$ cat src/verilog/cmpev_pkg.sv
package cmpev_pkg;
    // Number of comparator units
    localparam int NUM_UNITS = 3;
    // Width of the reference level code
    localparam int REF_CODE_W = 5;
    // Reference code that switches the ladder off
    localparam logic [4:0] REF_CODE_OFF = 5'h00;
    // Highest legal code; codes 01..1C give the 28 levels
    localparam logic [4:0] REF_CODE_MAX = 5'h1C;
    // Synchroniser depth for the asynchronous comparator output
    localparam int SYNC_STAGES = 3;
    // Values after reset
    localparam logic SYNC_RESET = 1'b0;
    localparam logic PEND_RESET = 1'b0;

    // ADC trigger condition select
    typedef enum logic [2:0] {
        adc_trigger_off,
        adc_trigger_on_level_one,
        adc_trigger_on_level_zero,
        adc_trigger_on_falling,
        adc_trigger_on_rising,
        adc_trigger_on_any_edge
    } cmpev_trig_sel_t;

    // Interrupt condition select
    typedef enum logic [2:0] {
        irq_on_level_one,
        irq_on_level_zero,
        irq_on_falling,
        irq_on_rising,
        irq_on_any_edge
    } cmpev_irq_sel_t;

    // Positive input source select
    typedef enum logic [1:0] {
        positive_from_own_pin,
        positive_from_first_unit_pin,
        positive_from_internal_reference
    } cmpev_pos_sel_t;

    // Output pin polarity select
    typedef enum logic [1:0] {
        pin_out_normal,
        pin_out_invert,
        pin_out_legacy_none
    } cmpev_pin_sel_t;

    // Per-unit configuration carried as one bundle
    typedef struct packed {
        cmpev_trig_sel_t trig;
        cmpev_irq_sel_t irq;
        cmpev_pos_sel_t pos;
        cmpev_pin_sel_t pin;
    } cmpev_cfg_t;
endpackage : cmpev_pkg

$ cat src/verilog/cmpev_top.sv
`timescale 1ns/1ps
module cmpev_top (
    // Clock and reset
    input wire logic clk,
    input wire logic rst_b,
    // Per-unit configuration
    input cmpev_pkg::cmpev_cfg_t cfg [cmpev_pkg::NUM_UNITS],
    // Shared reference code
    input wire logic [cmpev_pkg::REF_CODE_W-1:0] ref_code,
    // Interrupt enables and write-one-to-clear strobe
    input wire logic [cmpev_pkg::NUM_UNITS-1:0] irq_enable,
    input wire logic [cmpev_pkg::NUM_UNITS-1:0] irq_clear,
    // Status view select for the status word
    input wire logic select_masked_status,
    // Raw analog comparator outputs, asynchronous
    input wire logic [cmpev_pkg::NUM_UNITS-1:0] comp_raw,
    // Analog steering
    output logic [cmpev_pkg::NUM_UNITS-1:0] use_first_unit_positive_pin,
    output logic [cmpev_pkg::NUM_UNITS-1:0] use_internal_reference,
    output logic ref_enable,
    output logic [cmpev_pkg::REF_CODE_W-1:0] ref_level,
    // Pins and status
    output logic [cmpev_pkg::NUM_UNITS-1:0] comp_pin_out,
    output logic [cmpev_pkg::NUM_UNITS-1:0] comp_value,
    output logic [cmpev_pkg::NUM_UNITS-1:0] irq_raw_status,
    output logic [cmpev_pkg::NUM_UNITS-1:0] irq_masked_status,
    output logic [cmpev_pkg::NUM_UNITS-1:0] irq_status_view,
    output logic irq_out,
    output logic [cmpev_pkg::NUM_UNITS-1:0] adc_trigger
);

    localparam int N = cmpev_pkg::NUM_UNITS;

    // Timing overview, one unit, counted from the edge that first sees a new raw level:
    // Edge 1: first stage takes the raw level, may go metastable
    // Edge 2: second stage takes it, now a clean logic value
    // Edge 3: third stage takes it; second and third now agree
    // After edge 3: settled next level moves, edge events fire combinationally
    // Edge 4: settled level, pin drive, trigger and pending all register together
    // So every registered output shows a raw change four edges after it was driven.
    // A raw pulse shorter than two clocks may be lost entirely.
    // That is the price of filtering comparator chatter near the threshold.
    // Software must not expect to see such narrow glitches in any status.
    //
    // Interrupt and trigger paths share the settled level and the edge events but nothing else.
    // Each has its own select, so one unit may interrupt on a rising edge
    // while the converter is started on the falling edge.
    //
    // Pending bits are sticky in edge modes and follow the condition in level modes.
    // A clear strobe in level mode only drops the bit once the level is gone.
    // In every mode a condition hit in the clear cycle wins over the clear.
    // That avoids losing an edge that lands right as the handler clears.
    //
    // Handshake style outputs are combinational from the pending bits.
    // Data style outputs come straight from flip-flops.
    // The steering and reference outputs are plain decodes of the settings.

    // Synchroniser stages; stage 0 is read only by stage 1
    logic [N-1:0] sync0_reg;
    logic [N-1:0] sync1_reg;
    logic [N-1:0] sync2_reg;
    // Settled level, changes only once stages 1 and 2 agree
    logic [N-1:0] level_reg;
    // Sticky pending bits
    logic [N-1:0] pend_reg;
    logic [N-1:0] pend_next;
    // Registered trigger pulses and pin drive
    logic [N-1:0] trig_reg;
    logic [N-1:0] trig_next;
    logic [N-1:0] pin_reg;
    logic [N-1:0] pin_next;
    // Edge events from the settled level
    logic [N-1:0] rise_evt;
    logic [N-1:0] fall_evt;
    logic [N-1:0] lvl_next;

    // Edge/level condition test used by the interrupt path only
    // Select codes follow the interrupt enum order in the package.
    // Unused codes match nothing, so a bad select can never raise an event.
    // Kept as a function since the decode is reused for every unit.
    function automatic logic cond_hit(input logic [2:0] sel, input logic lvl,
                                      input logic rise, input logic fall);
        case (sel)
            3'h0: cond_hit = lvl;
            3'h1: cond_hit = ~lvl;
            3'h2: cond_hit = fall;
            3'h3: cond_hit = rise;
            3'h4: cond_hit = rise | fall;
            default: cond_hit = 1'b0;
        endcase
    endfunction : cond_hit

    // Three-stage synchroniser on the raw outputs
    // Raw outputs come from analog circuits with no relation to clk.
    // Stage 0 is the only flop that may go metastable.
    // Nothing but stage 1 reads stage 0, so a bad value cannot spread.
    // Reset puts all stages low; a unit whose output idles high
    // therefore reports one rising edge shortly after reset.
    // Software should clear pending bits once after bring-up for that reason.
    always_ff @(posedge clk or negedge rst_b) begin
        if (!rst_b) begin
            sync0_reg <= {N{cmpev_pkg::SYNC_RESET}};
            sync1_reg <= {N{cmpev_pkg::SYNC_RESET}};
            sync2_reg <= {N{cmpev_pkg::SYNC_RESET}};
        end else begin
            sync0_reg <= comp_raw;
            sync1_reg <= sync0_reg;
            sync2_reg <= sync1_reg;
        end
    end

    // Level moves only when stages 1 and 2 agree
    // Disagreement means a change is still travelling, so the old level holds.
    // Compare is over the whole vector, so a change still travelling in any unit holds every unit's level.
    assign lvl_next = (sync1_reg == sync2_reg) ? sync2_reg : level_reg;
    // Edges are one cycle long since level updates once per change
    assign rise_evt = lvl_next & ~level_reg;
    assign fall_evt = ~lvl_next & level_reg;

    // Settled level register; source of the value read and edge history
    // Keeping one settled copy makes every edge last exactly one cycle.
    always_ff @(posedge clk or negedge rst_b) begin
        if (!rst_b) begin
            level_reg <= {N{cmpev_pkg::SYNC_RESET}};
        end else begin
            level_reg <= lvl_next;
        end
    end

    // Per-unit condition logic
    genvar g;
    generate
        for (g = 0; g < N; g++) begin : g_unit
            logic irq_hit;
            logic irq_is_level;
            // Interrupt path uses its own select
            assign irq_hit = cond_hit(3'(cfg[g].irq), lvl_next[g], rise_evt[g],
                                      fall_evt[g]);
            assign irq_is_level = (cfg[g].irq == cmpev_pkg::irq_on_level_one) ||
                                  (cfg[g].irq == cmpev_pkg::irq_on_level_zero);

            // Pending: set wins over clear; level keeps it held
            // Order of the branches is the priority:
            // a hit first, then the clear strobe, then level tracking, then hold.
            // Level tracking drops the bit as soon as the level goes away,
            // so a level mode interrupt needs no clear at all to end.
            // Edge modes hold the bit until a clear arrives.
            always_comb begin
                if (irq_hit) begin
                    pend_next[g] = 1'b1;
                end else if (irq_clear[g]) begin
                    pend_next[g] = 1'b0;
                end else if (irq_is_level) begin
                    pend_next[g] = pend_reg[g] & irq_hit;
                end else begin
                    pend_next[g] = pend_reg[g];
                end
            end

            // Trigger path; off selects nothing
            // Level modes hold the trigger for as long as the level stands.
            // Edge modes give one pulse of one clock per transition.
            // The converter side is expected to treat the pulse as a start.
            // Unused codes fall to the default and give no trigger.
            always_comb begin
                case (cfg[g].trig)
                    cmpev_pkg::adc_trigger_off: begin
                        trig_next[g] = 1'b0;
                    end
                    cmpev_pkg::adc_trigger_on_level_one: begin
                        trig_next[g] = lvl_next[g];
                    end
                    cmpev_pkg::adc_trigger_on_level_zero: begin
                        trig_next[g] = ~lvl_next[g];
                    end
                    cmpev_pkg::adc_trigger_on_falling: begin
                        trig_next[g] = fall_evt[g];
                    end
                    cmpev_pkg::adc_trigger_on_rising: begin
                        trig_next[g] = rise_evt[g];
                    end
                    cmpev_pkg::adc_trigger_on_any_edge: begin
                        trig_next[g] = rise_evt[g] | fall_evt[g];
                    end
                    default: begin
                        trig_next[g] = 1'b0;
                    end
                endcase
            end

            // Pin polarity; legacy none acts as normal
            // Only the invert code flips the pin; any other code drives it straight.
            // The pin follows the settled level, so it lags the raw output.
            always_comb begin
                if (cfg[g].pin == cmpev_pkg::pin_out_invert) begin
                    pin_next[g] = ~lvl_next[g];
                end else begin
                    pin_next[g] = lvl_next[g];
                end
            end

            // Positive source steering; unit 0 shared pin is its own pin
            // Unit zero never asserts the shared pin select: its own pin is that pin.
            // Selecting the own pin leaves both steering bits low.
            // The fourth code of the select matches neither choice.
            always_comb begin
                use_internal_reference[g] =
                    (cfg[g].pos == cmpev_pkg::positive_from_internal_reference);
                use_first_unit_positive_pin[g] = (g != 0) &&
                    (cfg[g].pos == cmpev_pkg::positive_from_first_unit_pin);
            end
        end
    endgenerate

    // Registered pending, trigger and pin state
    // One register stage for all three keeps them aligned with the value read.
    // Reset leaves no pending, no trigger and a low pin.
    always_ff @(posedge clk or negedge rst_b) begin
        if (!rst_b) begin
            pend_reg <= {N{cmpev_pkg::PEND_RESET}};
            trig_reg <= '0;
            pin_reg <= '0;
        end else begin
            pend_reg <= pend_next;
            trig_reg <= trig_next;
            pin_reg <= pin_next;
        end
    end

    // Reference ladder; codes beyond the top level read as off
    // Code zero is off; codes one to 1C select the levels in rising order.
    // The level index handed to the ladder starts at zero for code one.
    // Treating oversize codes as off avoids an undefined ladder tap.
    always_comb begin
        if (ref_code == cmpev_pkg::REF_CODE_OFF || ref_code > cmpev_pkg::REF_CODE_MAX) begin
            ref_enable = 1'b0;
            ref_level = '0;
        end else begin
            ref_enable = 1'b1;
            ref_level = ref_code - 5'h01;
        end
    end

    // Status and outputs
    // Raw status ignores the enable; masked status is gated by it.
    // The view output picks one of the two by the select input.
    // The interrupt line is the OR of the masked bits only.
    assign comp_value = level_reg;
    assign comp_pin_out = pin_reg;
    assign adc_trigger = trig_reg;
    assign irq_raw_status = pend_reg;
    assign irq_masked_status = pend_reg & irq_enable;
    assign irq_status_view = select_masked_status ? irq_masked_status : irq_raw_status;
    assign irq_out = |irq_masked_status;

endmodule : cmpev_top
$ cat config.mk
export PLATFORM = sky130hd
export DESIGN_NAME = cmpev_top
export DESIGN_NICKNAME = d
export VERILOG_FILES = /design/src/verilog/cmpev_pkg.sv /design/src/verilog/cmpev_top.sv
export SDC_FILE = /design/constraint.sdc
export NUM_CORES = 1
export LEC_CHECK = 0
export ABC_AREA = 1
export BUFFER_PORTS_ARGS = -buffer_cell sky130_fd_sc_hd__buf_4
export CAP_MARGIN = 40
export CORE_MARGIN = 4
export CORE_UTILIZATION = 48
export DETAILED_ROUTE_END_ITERATION = 10
export PLACE_DENSITY = 0.88
export SLEW_MARGIN = 20
export SYNTH_ARGS = -nofsm -noshare
export SYNTH_HDL_FRONTEND = slang
export SYNTH_SLANG_ARGS = --single-unit
$ cat constraint.sdc
create_clock -name clk -period 3 [get_ports clk]
set_input_delay 0.3 -clock clk [delete_from_list [all_inputs] [get_ports clk]]
set_output_delay 0.3 -clock clk [all_outputs]
set_load 0.01 [all_outputs]
# Word level (Yosys, flattened, before mapping)
# Index checks and enable logic that the tools add are counted.
# word_totals
ff_bits,21
in_bits,47
out_inout_bits,31
wordCells,95
# classes
addsub,1
order_cmp,1
n_eq_ne,36
n_mux,22
bitwise,14
n_reduce_logical,12
# op_table
op,n
$eq A3 B2 Y1 const B,12
$pmux W1 S5,6
$eq A3 B3 Y1 const B,9
$eq A3 B1 Y1 const B,6
$mux W1,13
$eq A2 B1 Y1 const B,5
$and A3 B3 Y3,3
$logic_not A3 Y1,3
$reduce_bool A3 Y1,3
$eq A2 B2 Y1 const B,3
$mux W3,2
$not A3 Y3,2
$gt A5 B5 Y1 const B,1
$logic_not A5 Y1,1
$mux W5,1
$sub A5 B1 Y5 const B,1
$logic_or A1 B1 Y1,4
$and A1 B1 Y1,3
$eq A3 B3 Y1,1
$not A1 Y1,3
$or A1 B1 Y1,3
$reduce_or A3 Y1,1

# Depth between registers and ports, before layout
# Gate-level depths: netlist of the first run.
# depth
word_depth,10
depth_mapped,13
mapped_depth_nobuf,13

# Worst setup path before layout of the first run
# OpenSTA, ideal clock, no wires.
# synth_timing
path_kind,register to register
startpoint,register sync2_reg[1]
endpoint,"register trig_reg[1], in the netlist adc_trigger[1]"
setup_time_ps,62
arrival_time_ps,1682
required_ps,2938
slack_ps,1256
path_stages_with_launch,12
n_path_buf,0
period_less_slack_ps,1744
path_cell_list,dfrtp_1 > xnor2_4 > nand3_4 > nand2_4 > nand2_1 > ha_1 > nand2_1 > o21ai_0 > a21o_1 > nand2_1 > nand2_1 > inv_1
# synth_between
elab_chain_cells,6
word_cells_on_any_way,8
cone_classes,eq/ne (1); mux (2); bitwise (5)
# synth_rtl
item,line_no,text
from (decl),cmpev_top.sv:61,logic [N-1:0] sync2_reg;
from (signal assigned),cmpev_top.sv:104,sync2_reg <= {N{cmpev_pkg::SYNC_RESET}};
from (signal assigned),cmpev_top.sv:108,sync2_reg <= sync1_reg;
$eq A3 B3 Y1,cmpev_top.sv:115,assign lvl_next = (sync1_reg == sync2_reg) ? sync2_reg : level_reg;
$mux W3 *,cmpev_top.sv:115,
$not A3 Y3,cmpev_top.sv:118,assign fall_evt = ~lvl_next & level_reg;
$and A3 B3 Y3,cmpev_top.sv:118,
$or A1 B1 Y1,cmpev_top.sv:183,trig_next[g] = rise_evt[g] | fall_evt[g];
$pmux W1 S5 *,cmpev_top.sv:166,case (cfg[g].trig)
named net trig_next[1],cmpev_top.sv:69,logic [N-1:0] trig_next;
to (signal assigned),cmpev_top.sv:225,trig_reg <= trig_next;
to (decl),cmpev_top.sv:68,logic [N-1:0] trig_reg;
# The timed path passes the listed nets; every way through them passes the cells marked *.
# A chain may end at the register's enable or synchronous reset.

# Worst setup path after layout of the first run
# layout_timing
startpoint,register sync1_reg[0]
endpoint,"register trig_reg[1], in the netlist adc_trigger[1]"
# layout_between
elab_chain_cells,6
word_cells_on_any_way,8
cone_classes,eq/ne (1); mux (2); bitwise (5)
# layout_rtl
item,line_no,text
from (decl),cmpev_top.sv:60,logic [N-1:0] sync1_reg;
from (signal assigned),cmpev_top.sv:103,sync1_reg <= {N{cmpev_pkg::SYNC_RESET}};
from (signal assigned),cmpev_top.sv:107,sync1_reg <= sync0_reg;
$eq A3 B3 Y1 *,cmpev_top.sv:115,
$mux W3 *,cmpev_top.sv:115,
$not A3 Y3,cmpev_top.sv:118,
$and A3 B3 Y3,cmpev_top.sv:118,
$or A1 B1 Y1,cmpev_top.sv:183,
$pmux W1 S5 *,cmpev_top.sv:166,
named net trig_next[1],cmpev_top.sv:69,
# Marks and branches as above.

==> results.sh, run 1 <==
export IMPL_status="finished, final reports clean"
export IMPL_period_minus_slack_ps=1910
export IMPL_core_mm2=0.00281
export IMPL_grtUsageTotal=0.177
export IMPL_reg2regPathDepth=13
export IMPL_grt_pass1_vias=1402
export IMPL_cts_buffer_depth=2
export IMPL_numCtsBuffers=3
export IMPL_drtIter0Drc=43
export IMPL_slowest_delay_ps=430
export IMPL_ant_nets=0
export IMPL_clkSinkCount=21
export IMPL_fmax_mhz=523
export IMPL_final_nets=337
export IMPL_drt_total_wl_um=3310
export IMPL_wl_per_cell_um=10.5
export IMPL_worstHoldStart="comp_raw[2]"
export IMPL_crit_type="flip-flop to flip-flop"
export IMPL_critPathMaxFanout=6
export IMPL_synth_warning_count=0
export IMPL_gp_congestion=0.877
export IMPL_grt_max_degree=22
export IMPL_layout_drive_gt1_share=0.320
export IMPL_cp_required_ps=3270
export IMPL_cpLargestDelayFamily="simple AND/OR/NAND/NOR gates"
export IMPL_rsz0062_at_grt="no"
export IMPL_die_x_um=62.9
export IMPL_postCtsSetupBuffers=0
export IMPL_synth_cells=204
export IMPL_r2r_setup_slack_ps=1090
export IMPL_slew_viol_final=0
export IMPL_p_leak_nw=1.23
export IMPL_maxCapViolations=0
export IMPL_synth_avg_cell_area_um2=7.08
export IMPL_insertion_delay_ps=310
export IMPL_crit_path_start="sync1_reg[0]$_DFF_PN0_"
export IMPL_die_h_um=62.9
export IMPL_whs_ps=84.3
export IMPL_cp_start_kind="flip-flop"
export IMPL_fin_setup_tns_ps=0
export IMPL_crit_slowest_cell="dfrtp_1"
export IMPL_ir_worst_vdd_uv=374
export IMPL_hold_viol=0
export IMPL_critPathBufInv=2
export IMPL_io_buffers=76
export IMPL_avgViaCountPerCell=4.78
export IMPL_min_to="sync0_reg[2]$_DFF_PN0_"
export IMPL_htree_levels=1
export IMPL_grt_pass1_wl_um=5810
export IMPL_wl_met3_um=240
export IMPL_diodes=0
export IMPL_hold_depth=1
export IMPL_gr_total_overflow=0
export IMPL_route_met2_wl_um=1660
export IMPL_worst_clock_skew_ps=1.51
export IMPL_fin_crit_sh=0.638
export IMPL_cp_arrival_ps=2180
export IMPL_synth_seq_cells=21
export IMPL_rr_endpoint="adc_trigger[1]$_DFF_PN0_"
export IMPL_ios=78
export IMPL_route_detailed_drc=0
export IMPL_path_depth=13
export IMPL_dp_hpwl_um=2810
export IMPL_start_util=0.515
export IMPL_min_path_type="input pin to flip-flop"
export IMPL_root_buffer="clkbuf_4"
export IMPL_yosysSeqAreaShare=0.364
export IMPL_dr_pass1_iters=4
export IMPL_p_per_area_mw_per_mm2=452
export IMPL_clk_pin_slew_ps=110
export IMPL_syn_area_mm2=0.00145
export IMPL_worstSetupEndpointType="flip-flop"
export IMPL_timing_rr_start="sync1_reg[0]$_DFF_PN0_"
export IMPL_cpMostUsedCell="nand2_1"
export IMPL_top_layer_used="met4"
export IMPL_grt_antenna_before_repair=0
export IMPL_worstPathCellList="inv_1 > nand2_1 > nand2_1 > nand3_4 > nand2_4 > nand2_1 > ha_1 > nand2_1 > o21ai_0 > a21o_1 > nand2_1 > nand2_1 > inv_1"
export IMPL_synth_distinct_cells=22
export IMPL_wl_met1_um=1370
export IMPL_die_area_mm2=0.00395
export IMPL_syn2layout_area_growth_pct=44.4
export IMPL_cts_tree="built"
export IMPL_syn_nets=256
export IMPL_row_count=19
export IMPL_setup_violations=0
export IMPL_num_vias=1506
where the power goes:
| part | internal, mW | switching, mW | leakage, nW |
|---|---|---|---|
| clock network | 0.0511 | 0.0870 | 0.0139 |
| logic | 0.216 | 0.222 | 0.961 |
| registers | 0.329 | 0.0377 | 0.252 |
synth_stat cells:
| cell | count | area (µm²) |
|---|---|---|
| nand2_1 | 44 | 165 |
| inv_1 | 41 | 154 |
| nor2_1 | 27 | 101 |
| dfrtp_1 | 21 | 526 |
| nand3_1 | 15 | 75.1 |
| o21ai_0 | 10 | 50.1 |
| nand4_1 | 8 | 50.1 |
| nor3_1 | 8 | 40.0 |
| a21oi_1 | 6 | 30.0 |
| ha_1 | 5 | 62.6 |
| nand2_4 | 4 | 45.0 |
| a21o_1 | 3 | 22.5 |
| nand2_2 | 2 | 12.5 |
| xor2_1 | 2 | 17.5 |
| a31o_2 | 1 | 8.76 |
| a31oi_1 | 1 | 6.26 |
| buf_4 | 1 | 7.51 |
| conb_1 | 1 | 3.75 |
| nand3_4 | 1 | 17.5 |
| or2_2 | 1 | 6.26 |
| xnor2_4 | 1 | 27.5 |
| xor2_2 | 1 | 16.3 |
cell usage in the layout, fill, tap and decap left out, drive strengths merged:
master and instances:
nor2 27, ha 5, clkinvlp 1, clkbuf 3
inv 41, a31oi 1, a31o 1, o21ai 10
dlygate4sd3 1, a21o 3, conb 1, xnor2 1
nand3 16, xor2 3, buf 76, nand4 8
nand2 50, nor3 8, dfrtp 21, or2 1
a21oi 6
through the flow:
stage	worst slack, ps	std cells	util	power [mW]	cell area, µm²
3_5_place_dp	1110	310	0.730	0.811	2050
2_1_floorplan	1260	204	-	0.598	1450
5_1_grt	882	315	0.744	1.02	2090
6_report	1090	315	0.744	0.943	2090
3_3_place_gp	1180	310	0.730	0.806	2050
4_1_cts	1080	315	0.744	0.954	2090
cell type report:
| cell class | instances | area (µm²) |
|---|---|---|
| Multi-Input combinational cell | 141 | 758 |
| Tap cell | 31 | 38.8 |
| Inverter | 41 | 154 |
| Fill cell | 233 | 718 |
| Timing Repair Buffer | 77 | 581 |
| Clock inverter | 1 | 7.51 |
| Clock buffer | 3 | 22.5 |
| Sequential cell | 21 | 526 |
cell families (layout without fill, tap and decap cells):
family | count (synthesis) | count (layout) | synth area share
AO/OA/AOI/OAI | 21 | 21 | 0.0814
other | 1 | 1 | 0.00259
XOR/XNOR | 4 | 4 | 0.0424
flip-flops | 21 | 21 | 0.364
adder cells (fa/ha/maj) | 5 | 5 | 0.0433
buffers and inverters | 42 | 122 | 0.112
AND/OR/NAND/NOR | 110 | 110 | 0.355
worst register-to-register path, stage by stage (launching register included):
cell	delay (ps)
dfrtp_1	430
inv_1	80
nand2_1	50
nand2_1	190
nand3_4	180
nand2_4	130
nand2_1	70
ha_1	290
nand2_1	70
o21ai_0	70
a21o_1	160
nand2_1	60
nand2_1	60
inv_1	50
metal layers:
layer,up-vias,GRT usage
li1,803,-
met4,0,0.0441
met3,5,0.0629
met1,654,0.215
met2,44,0.298
met5,-,0
timing repair:
action | in CTS | in global routing
gates resized for setup | 0 | 0
hold buffers | 1 | 0
endpoints found under the hold margin | 21 | 0
endpoints found under the setup margin | 0 | 0
worst max-delay path by stage:
stage,endpoint,slack (ps)
global placement,adc_trigger[2]$_DFF_PN0_,1180
floorplan,adc_trigger[1]$_DFF_PN0_,1260
finish,adc_trigger[1]$_DFF_PN0_,1090
detailed placement,adc_trigger[2]$_DFF_PN0_,1110
global route,adc_trigger[2]$_DFF_PN0_,880
CTS,adc_trigger[1]$_DFF_PN0_,1080
No activity file was read; power rests on OpenSTA's default activity.
==> run 2, diff against run 1 <==
- CORE_UTILIZATION: 48 -> 40
- PLACE_DENSITY: 0.88 -> 0.79
- clock period: 3 -> 1.68 ns (I/O delays scaled with it)
==> run 2 against run 1 <==
Against the previous run: die area is 17% higher; highest routed layer unchanged; wire length is 17% higher; clock power is 83% higher; register-to-register slack worse by 1200 ps; via count is 8.8% higher; sequential share of layout area is 3.1 points lower; the flow now finishes with violations (setup timing); combinational power is 120% higher; final area is 15% higher.
==> results.sh, run 2 (same netlist as run 1, synthesis figures left out) <==
export IMPL_status="finished, violations left"
export IMPL_violations="setup timing"
export IMPL_grt_max_degree=22
export IMPL_min_path_type="input pin to flip-flop"
export IMPL_core_mm2=0.00342
export IMPL_dr_pass1_iters=4
export IMPL_dp_hpwl_um=2980
export IMPL_io_buffers=76
export IMPL_period_minus_slack_ps=1770
export IMPL_final_nets=363
export IMPL_cts_buffer_depth=2
export IMPL_fin_crit_sh=1.05
export IMPL_setup_violations=6
export IMPL_clkSinkCount=21
export IMPL_drtIter0Drc=54
export IMPL_insertion_delay_ps=310
export IMPL_cts_tree="built"
export IMPL_utilization=0.701
export IMPL_gp_congestion=0.896
export IMPL_worstSetupEndpointType="flip-flop"
export IMPL_start_util=0.423
export IMPL_nFillCells=284
export IMPL_cpLargestDelayFamily="simple AND/OR/NAND/NOR gates"
export IMPL_setup_ws_ps=-90.2
export IMPL_wl_per_cell_um=10.9
export IMPL_r2r_setup_slack_ps=-90
export IMPL_numCtsBuffers=3
export IMPL_route_detailed_drc=0
export IMPL_min_to="comp_pin_out[2]$_DFF_PN0_"
export IMPL_num_vias=1639
export IMPL_ant_nets=0
export IMPL_p_per_area_mw_per_mm2=782
export IMPL_clk_pin_slew_ps=120
export IMPL_critPathMaxFanout=6
export IMPL_final_cell_mix="buf_4, inv_1, nand2_1"
export IMPL_hold_depth=3
export IMPL_grt_pass1_wl_um=6150
export IMPL_critPathBufInv=1
export IMPL_final_common_cell="buf_4"
export IMPL_worst_clock_skew_ps=1.90
export IMPL_rsz0062_at_grt="yes"
export IMPL_total_power_mw=1.87
export IMPL_cpMostUsedCell="nand2_1"
export IMPL_crit_slowest_cell="dfrtp_2"
export IMPL_worstHoldStart="cfg[1]"
export IMPL_htree_levels=1
export IMPL_die_h_um=68.1
export IMPL_fmax_mhz=565
export IMPL_grt_antenna_before_repair=0
export IMPL_crit_type="flip-flop to flip-flop"
export IMPL_grt_pass1_vias=1521
export IMPL_diodes=0
export IMPL_slowest_delay_ps=460
export IMPL_gr_total_overflow=0
export IMPL_avgViaCountPerCell=4.60
export IMPL_drt_total_wl_um=3870
export IMPL_cp_start_kind="flip-flop"
export IMPL_maxCapViolations=0
export IMPL_ios=78
export IMPL_hold_viol=0
export IMPL_root_buffer="clkbuf_4"
export IMPL_p_leak_nw=1.35
export IMPL_slew_viol_final=0
export IMPL_rr_endpoint="adc_trigger[2]$_DFF_PN0_"
export IMPL_cp_arrival_ps=2000
export IMPL_grtUsageTotal=0.171
export IMPL_die_area_mm2=0.00464
export IMPL_die_x_um=68.1
export IMPL_timing_rr_start="sync1_reg[1]$_DFF_PN0_"
export IMPL_worstPathCellList="xnor2_4 > nand3_4 > nand2_4 > nand2_2 > ha_4 > nand2_1 > o21ai_1 > a21o_1 > nand2_1 > nand2_1 > inv_1"
export IMPL_cp_required_ps=1910
export IMPL_reg2regPathDepth=11
export IMPL_syn2layout_area_growth_pct=65.7
export IMPL_row_count=21
export IMPL_layout_drive_gt1_share=0.423
export IMPL_ir_worst_vdd_uv=564
## run 2: worst min-delay path, stage by stage
cell,delay (ps)
buf_4,80
nor2_1,40
xor2_1,130
## run 2: where the power goes
group | total [mW] | internal [mW] | switching, mW | leakage [nW]
combinational | 0.965 | 0.507 | 0.459 | 1.09
clock | 0.252 | 0.0912 | 0.161 | 0.0139
sequential | 0.655 | 0.589 | 0.0664 | 0.250
## run 2: layout make-up
class / instances / area (µm²) / area share
clock buffers: 3 / 22.5 / 0.00940
clock inverters: 1 / 7.51 / 0.00313
inverters: 41 / 154 / 0.0643
multi-input cells: 141 / 831 / 0.347
flip-flops and latches: 21 / 528 / 0.220
well taps: 46 / 57.6 / 0.0240
repair buffers: 103 / 795 / 0.332
## run 2: how the worst max path moves through the flow
stage	startpoint	endpoint	slack [ps]	cells after the start
CTS	sync2_reg[1]$_DFF_PN0_	adc_trigger[2]$_DFF_PN0_	-80	11
floorplan	sync1_reg[1]$_DFF_PN0_	adc_trigger[1]$_DFF_PN0_	-50	11
detailed placement	sync1_reg[1]$_DFF_PN0_	adc_trigger[2]$_DFF_PN0_	-90	11
global route	sync2_reg[2]$_DFF_PN0_	adc_trigger[1]$_DFF_PN0_	-190	13
global placement	sync1_reg[1]$_DFF_PN0_	adc_trigger[1]$_DFF_PN0_	-50	11
finish	sync1_reg[1]$_DFF_PN0_	adc_trigger[2]$_DFF_PN0_	-90	11
## run 2: layer usage
metal | part of all wire | GRT usage
met5 | 0 | 0
met1 | 0.38 | 0.201
met3 | 0.083 | 0.0493
met4 | 0.0062 | 0.0397
met2 | 0.53 | 0.306
## run 2: stage by stage
step / setup TNS, ps / area, µm² / hold WS [ps] / setup WS [ps] / std cells
after detailed placement: -249 / 2180 / 68.5 / -87.1 / 340
after CTS: -201 / 2340 / 117 / -77.8 / 352
final: -261 / 2390 / 131 / -90.2 / 356
after global routing: -943 / 2390 / 121 / -195 / 356
after floorplan: -97.8 / 1450 / -128 / -48.8 / 204
after global placement: -114 / 2180 / 67.2 / -48.9 / 340
## run 2: timing repair
item / CTS / global route
hold buffers: 4 / 0
gates resized for setup: 11 / 12
endpoints found under the setup margin: 6 / 6
hold endpoints to repair: 24 / 0
buffers inserted: 4 / 4
pin swaps: 16 / 17
gates cloned: 0 / 0
==> run 3, diff against run 2 <==
- ABC_AREA: 1 -> not set
- CAP_MARGIN: 40 -> not set
- CORE_UTILIZATION: 40 -> 39
- PLACE_DENSITY: 0.79 -> 0.78
==> run 3 against run 2 <==
Against the previous run: the run still ends with setup timing left; via count down 7.9%; clock-buffer cell count up 1; non-clock buffer count up 6; first-iteration DRC count down 33%; power down 3.4%; critical path type unchanged.
==> results.sh, run 3 <==
export IMPL_worst_clock_skew_ps=14.5
export IMPL_wl_met3_um=296
export IMPL_p_per_area_mw_per_mm2=765
export IMPL_yosysSeqAreaShare=0.389
export IMPL_wl_per_cell_um=12.6
export IMPL_grtUsageTotal=0.160
export IMPL_setup_violations=6
export IMPL_wl_met1_um=1620
export IMPL_status="finished, violations left"
export IMPL_yosysTopAreaCellShare=0.389
export IMPL_internal_power_mw=1.21
export IMPL_die_x_um=66.9
export IMPL_worst_slew_pin_slew_ps=526
export IMPL_avgViaCountPerCell=4.88
export IMPL_comb_power_share=0.518
export IMPL_drtIter0Drc=36
export IMPL_yosys_top_cells_count="dfrtp_1, inv_1, nor2b_1"
export IMPL_cp_required_ps=1880
export IMPL_crit_type="flip-flop to flip-flop"
export IMPL_slew_viol_final=0
export IMPL_grt_max_degree=22
export IMPL_syn_nets=205
export IMPL_num_vias=1509
export IMPL_final_nets=316
export IMPL_numCtsBuffers=3
export IMPL_p_switching_uw=600
export IMPL_min_path_type="input pin to flip-flop"
export IMPL_ir_worst_vdd_uv=566
export IMPL_io_buffers=76
export IMPL_maxCapViolations=0
export IMPL_root_buffer="clkbuf_4"
export IMPL_finalNonFillerCells=309
export IMPL_whs_ps=135
export IMPL_p_leak_nw=1.20
export IMPL_synth_warning_count=0
export IMPL_insertion_delay_ps=300
export IMPL_core_mm2=0.00334
export IMPL_clk_pin_slew_ps=120
export IMPL_top_layer_used="met4"
export IMPL_rsz0062_at_grt="yes"
export IMPL_fin_crit_sh=1.16
export IMPL_diodes=0
export IMPL_row_count=21
export IMPL_cts_tree="built"
export IMPL_synth_cells=153
export IMPL_yosysMostFrequentCell="dfrtp_1"
export IMPL_syn_area_mm2=0.00135
export IMPL_drt_total_wl_um=3880
export IMPL_grt_antenna_before_repair=0
export IMPL_hold_viol=0
export IMPL_p_sw_frac=0.332
export IMPL_route_met2_wl_um=1950
export IMPL_nFillCells=269
export IMPL_final_cell_mix="buf_4, dfrtp_1, inv_1"
export IMPL_synth_distinct_cells=38
export IMPL_setup_ws_ps=-261
export IMPL_cts_buffer_depth=2
export IMPL_final_common_cell="buf_4"
export IMPL_synth_avg_cell_area_um2=8.84
export IMPL_worstSetupEndpointType="flip-flop"
export IMPL_period_minus_slack_ps=1940
export IMPL_dr_pass1_iters=4
export IMPL_cp_start_kind="flip-flop"
export IMPL_critPathMaxFanout=3
export IMPL_ios=78
export IMPL_fmax_mhz=515
export IMPL_dp_cells=286
export IMPL_layout_drive_gt1_share=0.494
export IMPL_route_detailed_drc=0
export IMPL_synth_edf_count=0
export IMPL_clkSinkCount=21
export IMPL_synth_seq_cells=21
export IMPL_start_util=0.405
export IMPL_die_h_um=66.9
export IMPL_syn2layout_area_growth_pct=74.8
export IMPL_synth_ff_type="dfrtp_1"
export IMPL_power_share_sequential=0.352
export IMPL_die_area_mm2=0.00447
export IMPL_grt_pass1_wl_um=5550
export IMPL_gp_congestion=0.779
export IMPL_grt_pass1_vias=1365
export IMPL_gr_total_overflow=0
export IMPL_htree_levels=1
export IMPL_power_frac_clock=0.130
export IMPL_yosysTopAreaCell="dfrtp_1"
export IMPL_violations="setup timing"
export IMPL_ant_nets=0
export IMPL_dp_hpwl_um=2830
export IMPL_cp_arrival_ps=2140
export IMPL_maxSlewHeadroom=0.640
export IMPL_ys_top_cells_by_area="dfrtp_1, inv_1, xnor2_1"
export IMPL_async_reset_ff_frac=1.00
-- run 3: cell count changes in the layout (fill, tap and decap cells not counted), sizes merged, moves of 4 or more --
| cell | delta |
|---|---|
| xnor2 | +7 |
| nand4 | -4 |
| nand2 | -42 |
| a21oi | -5 |
| and2 | +5 |
| nor2 | -17 |
| inv | -21 |
| nand3 | -11 |
| buf | +6 |
| nor2b | +11 |
-- run 3: worst paths after layout --
kind,slack (ps),startpoint,cells past startpoint,endpoint
max in group asynchronous,1170,rst_b,2,sync1_reg[1]$_DFF_PN0_
min,130,cfg[1],3,comp_pin_out[2]$_DFF_PN0_
max,-260,sync1_reg[1]$_DFF_PN0_,9,irq_raw_status[1]$_DFFE_PN0P_
max reg2reg,-260,sync1_reg[1]$_DFF_PN0_,9,irq_raw_status[1]$_DFFE_PN0P_
min in group asynchronous,270,rst_b,2,comp_value[2]$_DFF_PN0_
min reg2reg,360,sync0_reg[2]$_DFF_PN0_,0,sync1_reg[2]$_DFF_PN0_
-- run 3: cells by family (layout without fill, tap and decap cells) --
logic type	after synthesis	count (layout)	share of synthesized area
xor gates and xnor gates	11	11	0.0712
DFF	21	21	0.389
AOI/OAI and AO/OA	31	31	0.164
adders and majority gates	5	5	0.0463
buffers and inverters	23	133	0.0685
and+or+nand+nor	57	57	0.228
other	1	1	0.00277
muxes	4	4	0.0315
-- run 3: power by group through the flow --
stage,Sequential (mW),Clock [mW],Combinational [mW]
4_1_cts,0.637,0.247,0.864
3_5_place_dp,0.649,0,0.802
3_3_place_gp,0.647,0,0.787
6_report,0.637,0.235,0.936
2_1_floorplan,0.672,0,0.364
5_1_grt,0.649,0.262,1.02
-- run 3: what timing repair did --
action / CTS / global route
hold buffers: 4 / 0
endpoints found under the hold margin: 24 / 0
endpoints found under the setup margin: 6 / 6
setup buffers: 6 / 9
pin swaps: 10 / 18
resized for setup: 11 / 5
-- run 3: through the flow --
stage | TNS, ps | total power, mW | utilization | worst slack (ps) | cell area [µm²]
after floorplan | -1140 | 1.04 | - | -316 | 1400
after global placement | -1140 | 1.43 | 0.634 | -296 | 2110
after detailed placement | -1390 | 1.45 | 0.634 | -348 | 2110
after CTS | -833 | 1.75 | 0.681 | -250 | 2270
after global routing | -1430 | 1.93 | 0.709 | -344 | 2360
final | -926 | 1.81 | 0.709 | -261 | 2360
-- run 3: layout make-up --
type / count / area, µm² / share of cell area
Clock buffer: 4 / 26.3 / 0.0111
Timing Repair Buffer: 109 / 828 / 0.350
Sequential cell: 21 / 527 / 0.223
Multi-Input combinational cell: 109 / 851 / 0.360
Inverter: 20 / 75.1 / 0.0317
Tap cell: 46 / 57.6 / 0.0243
-- run 3: layer usage --
layer | GRT usage | vias up
li1 | - | 747
met3 | 0.0422 | 4
met4 | 0.0101 | 0
met1 | 0.199 | 696
met2 | 0.287 | 62
met5 | 0 | -
-- run 3: critical path, cell delays in order (launching register included) --
cell and delay, ps:
dfrtp_2 430, xor2_2 200, o31ai_2 270, and2_4 200
inv_2 40, ha_4 260, nor3_1 50, o21ai_1 110
nand2_1 60, a211o_1 230
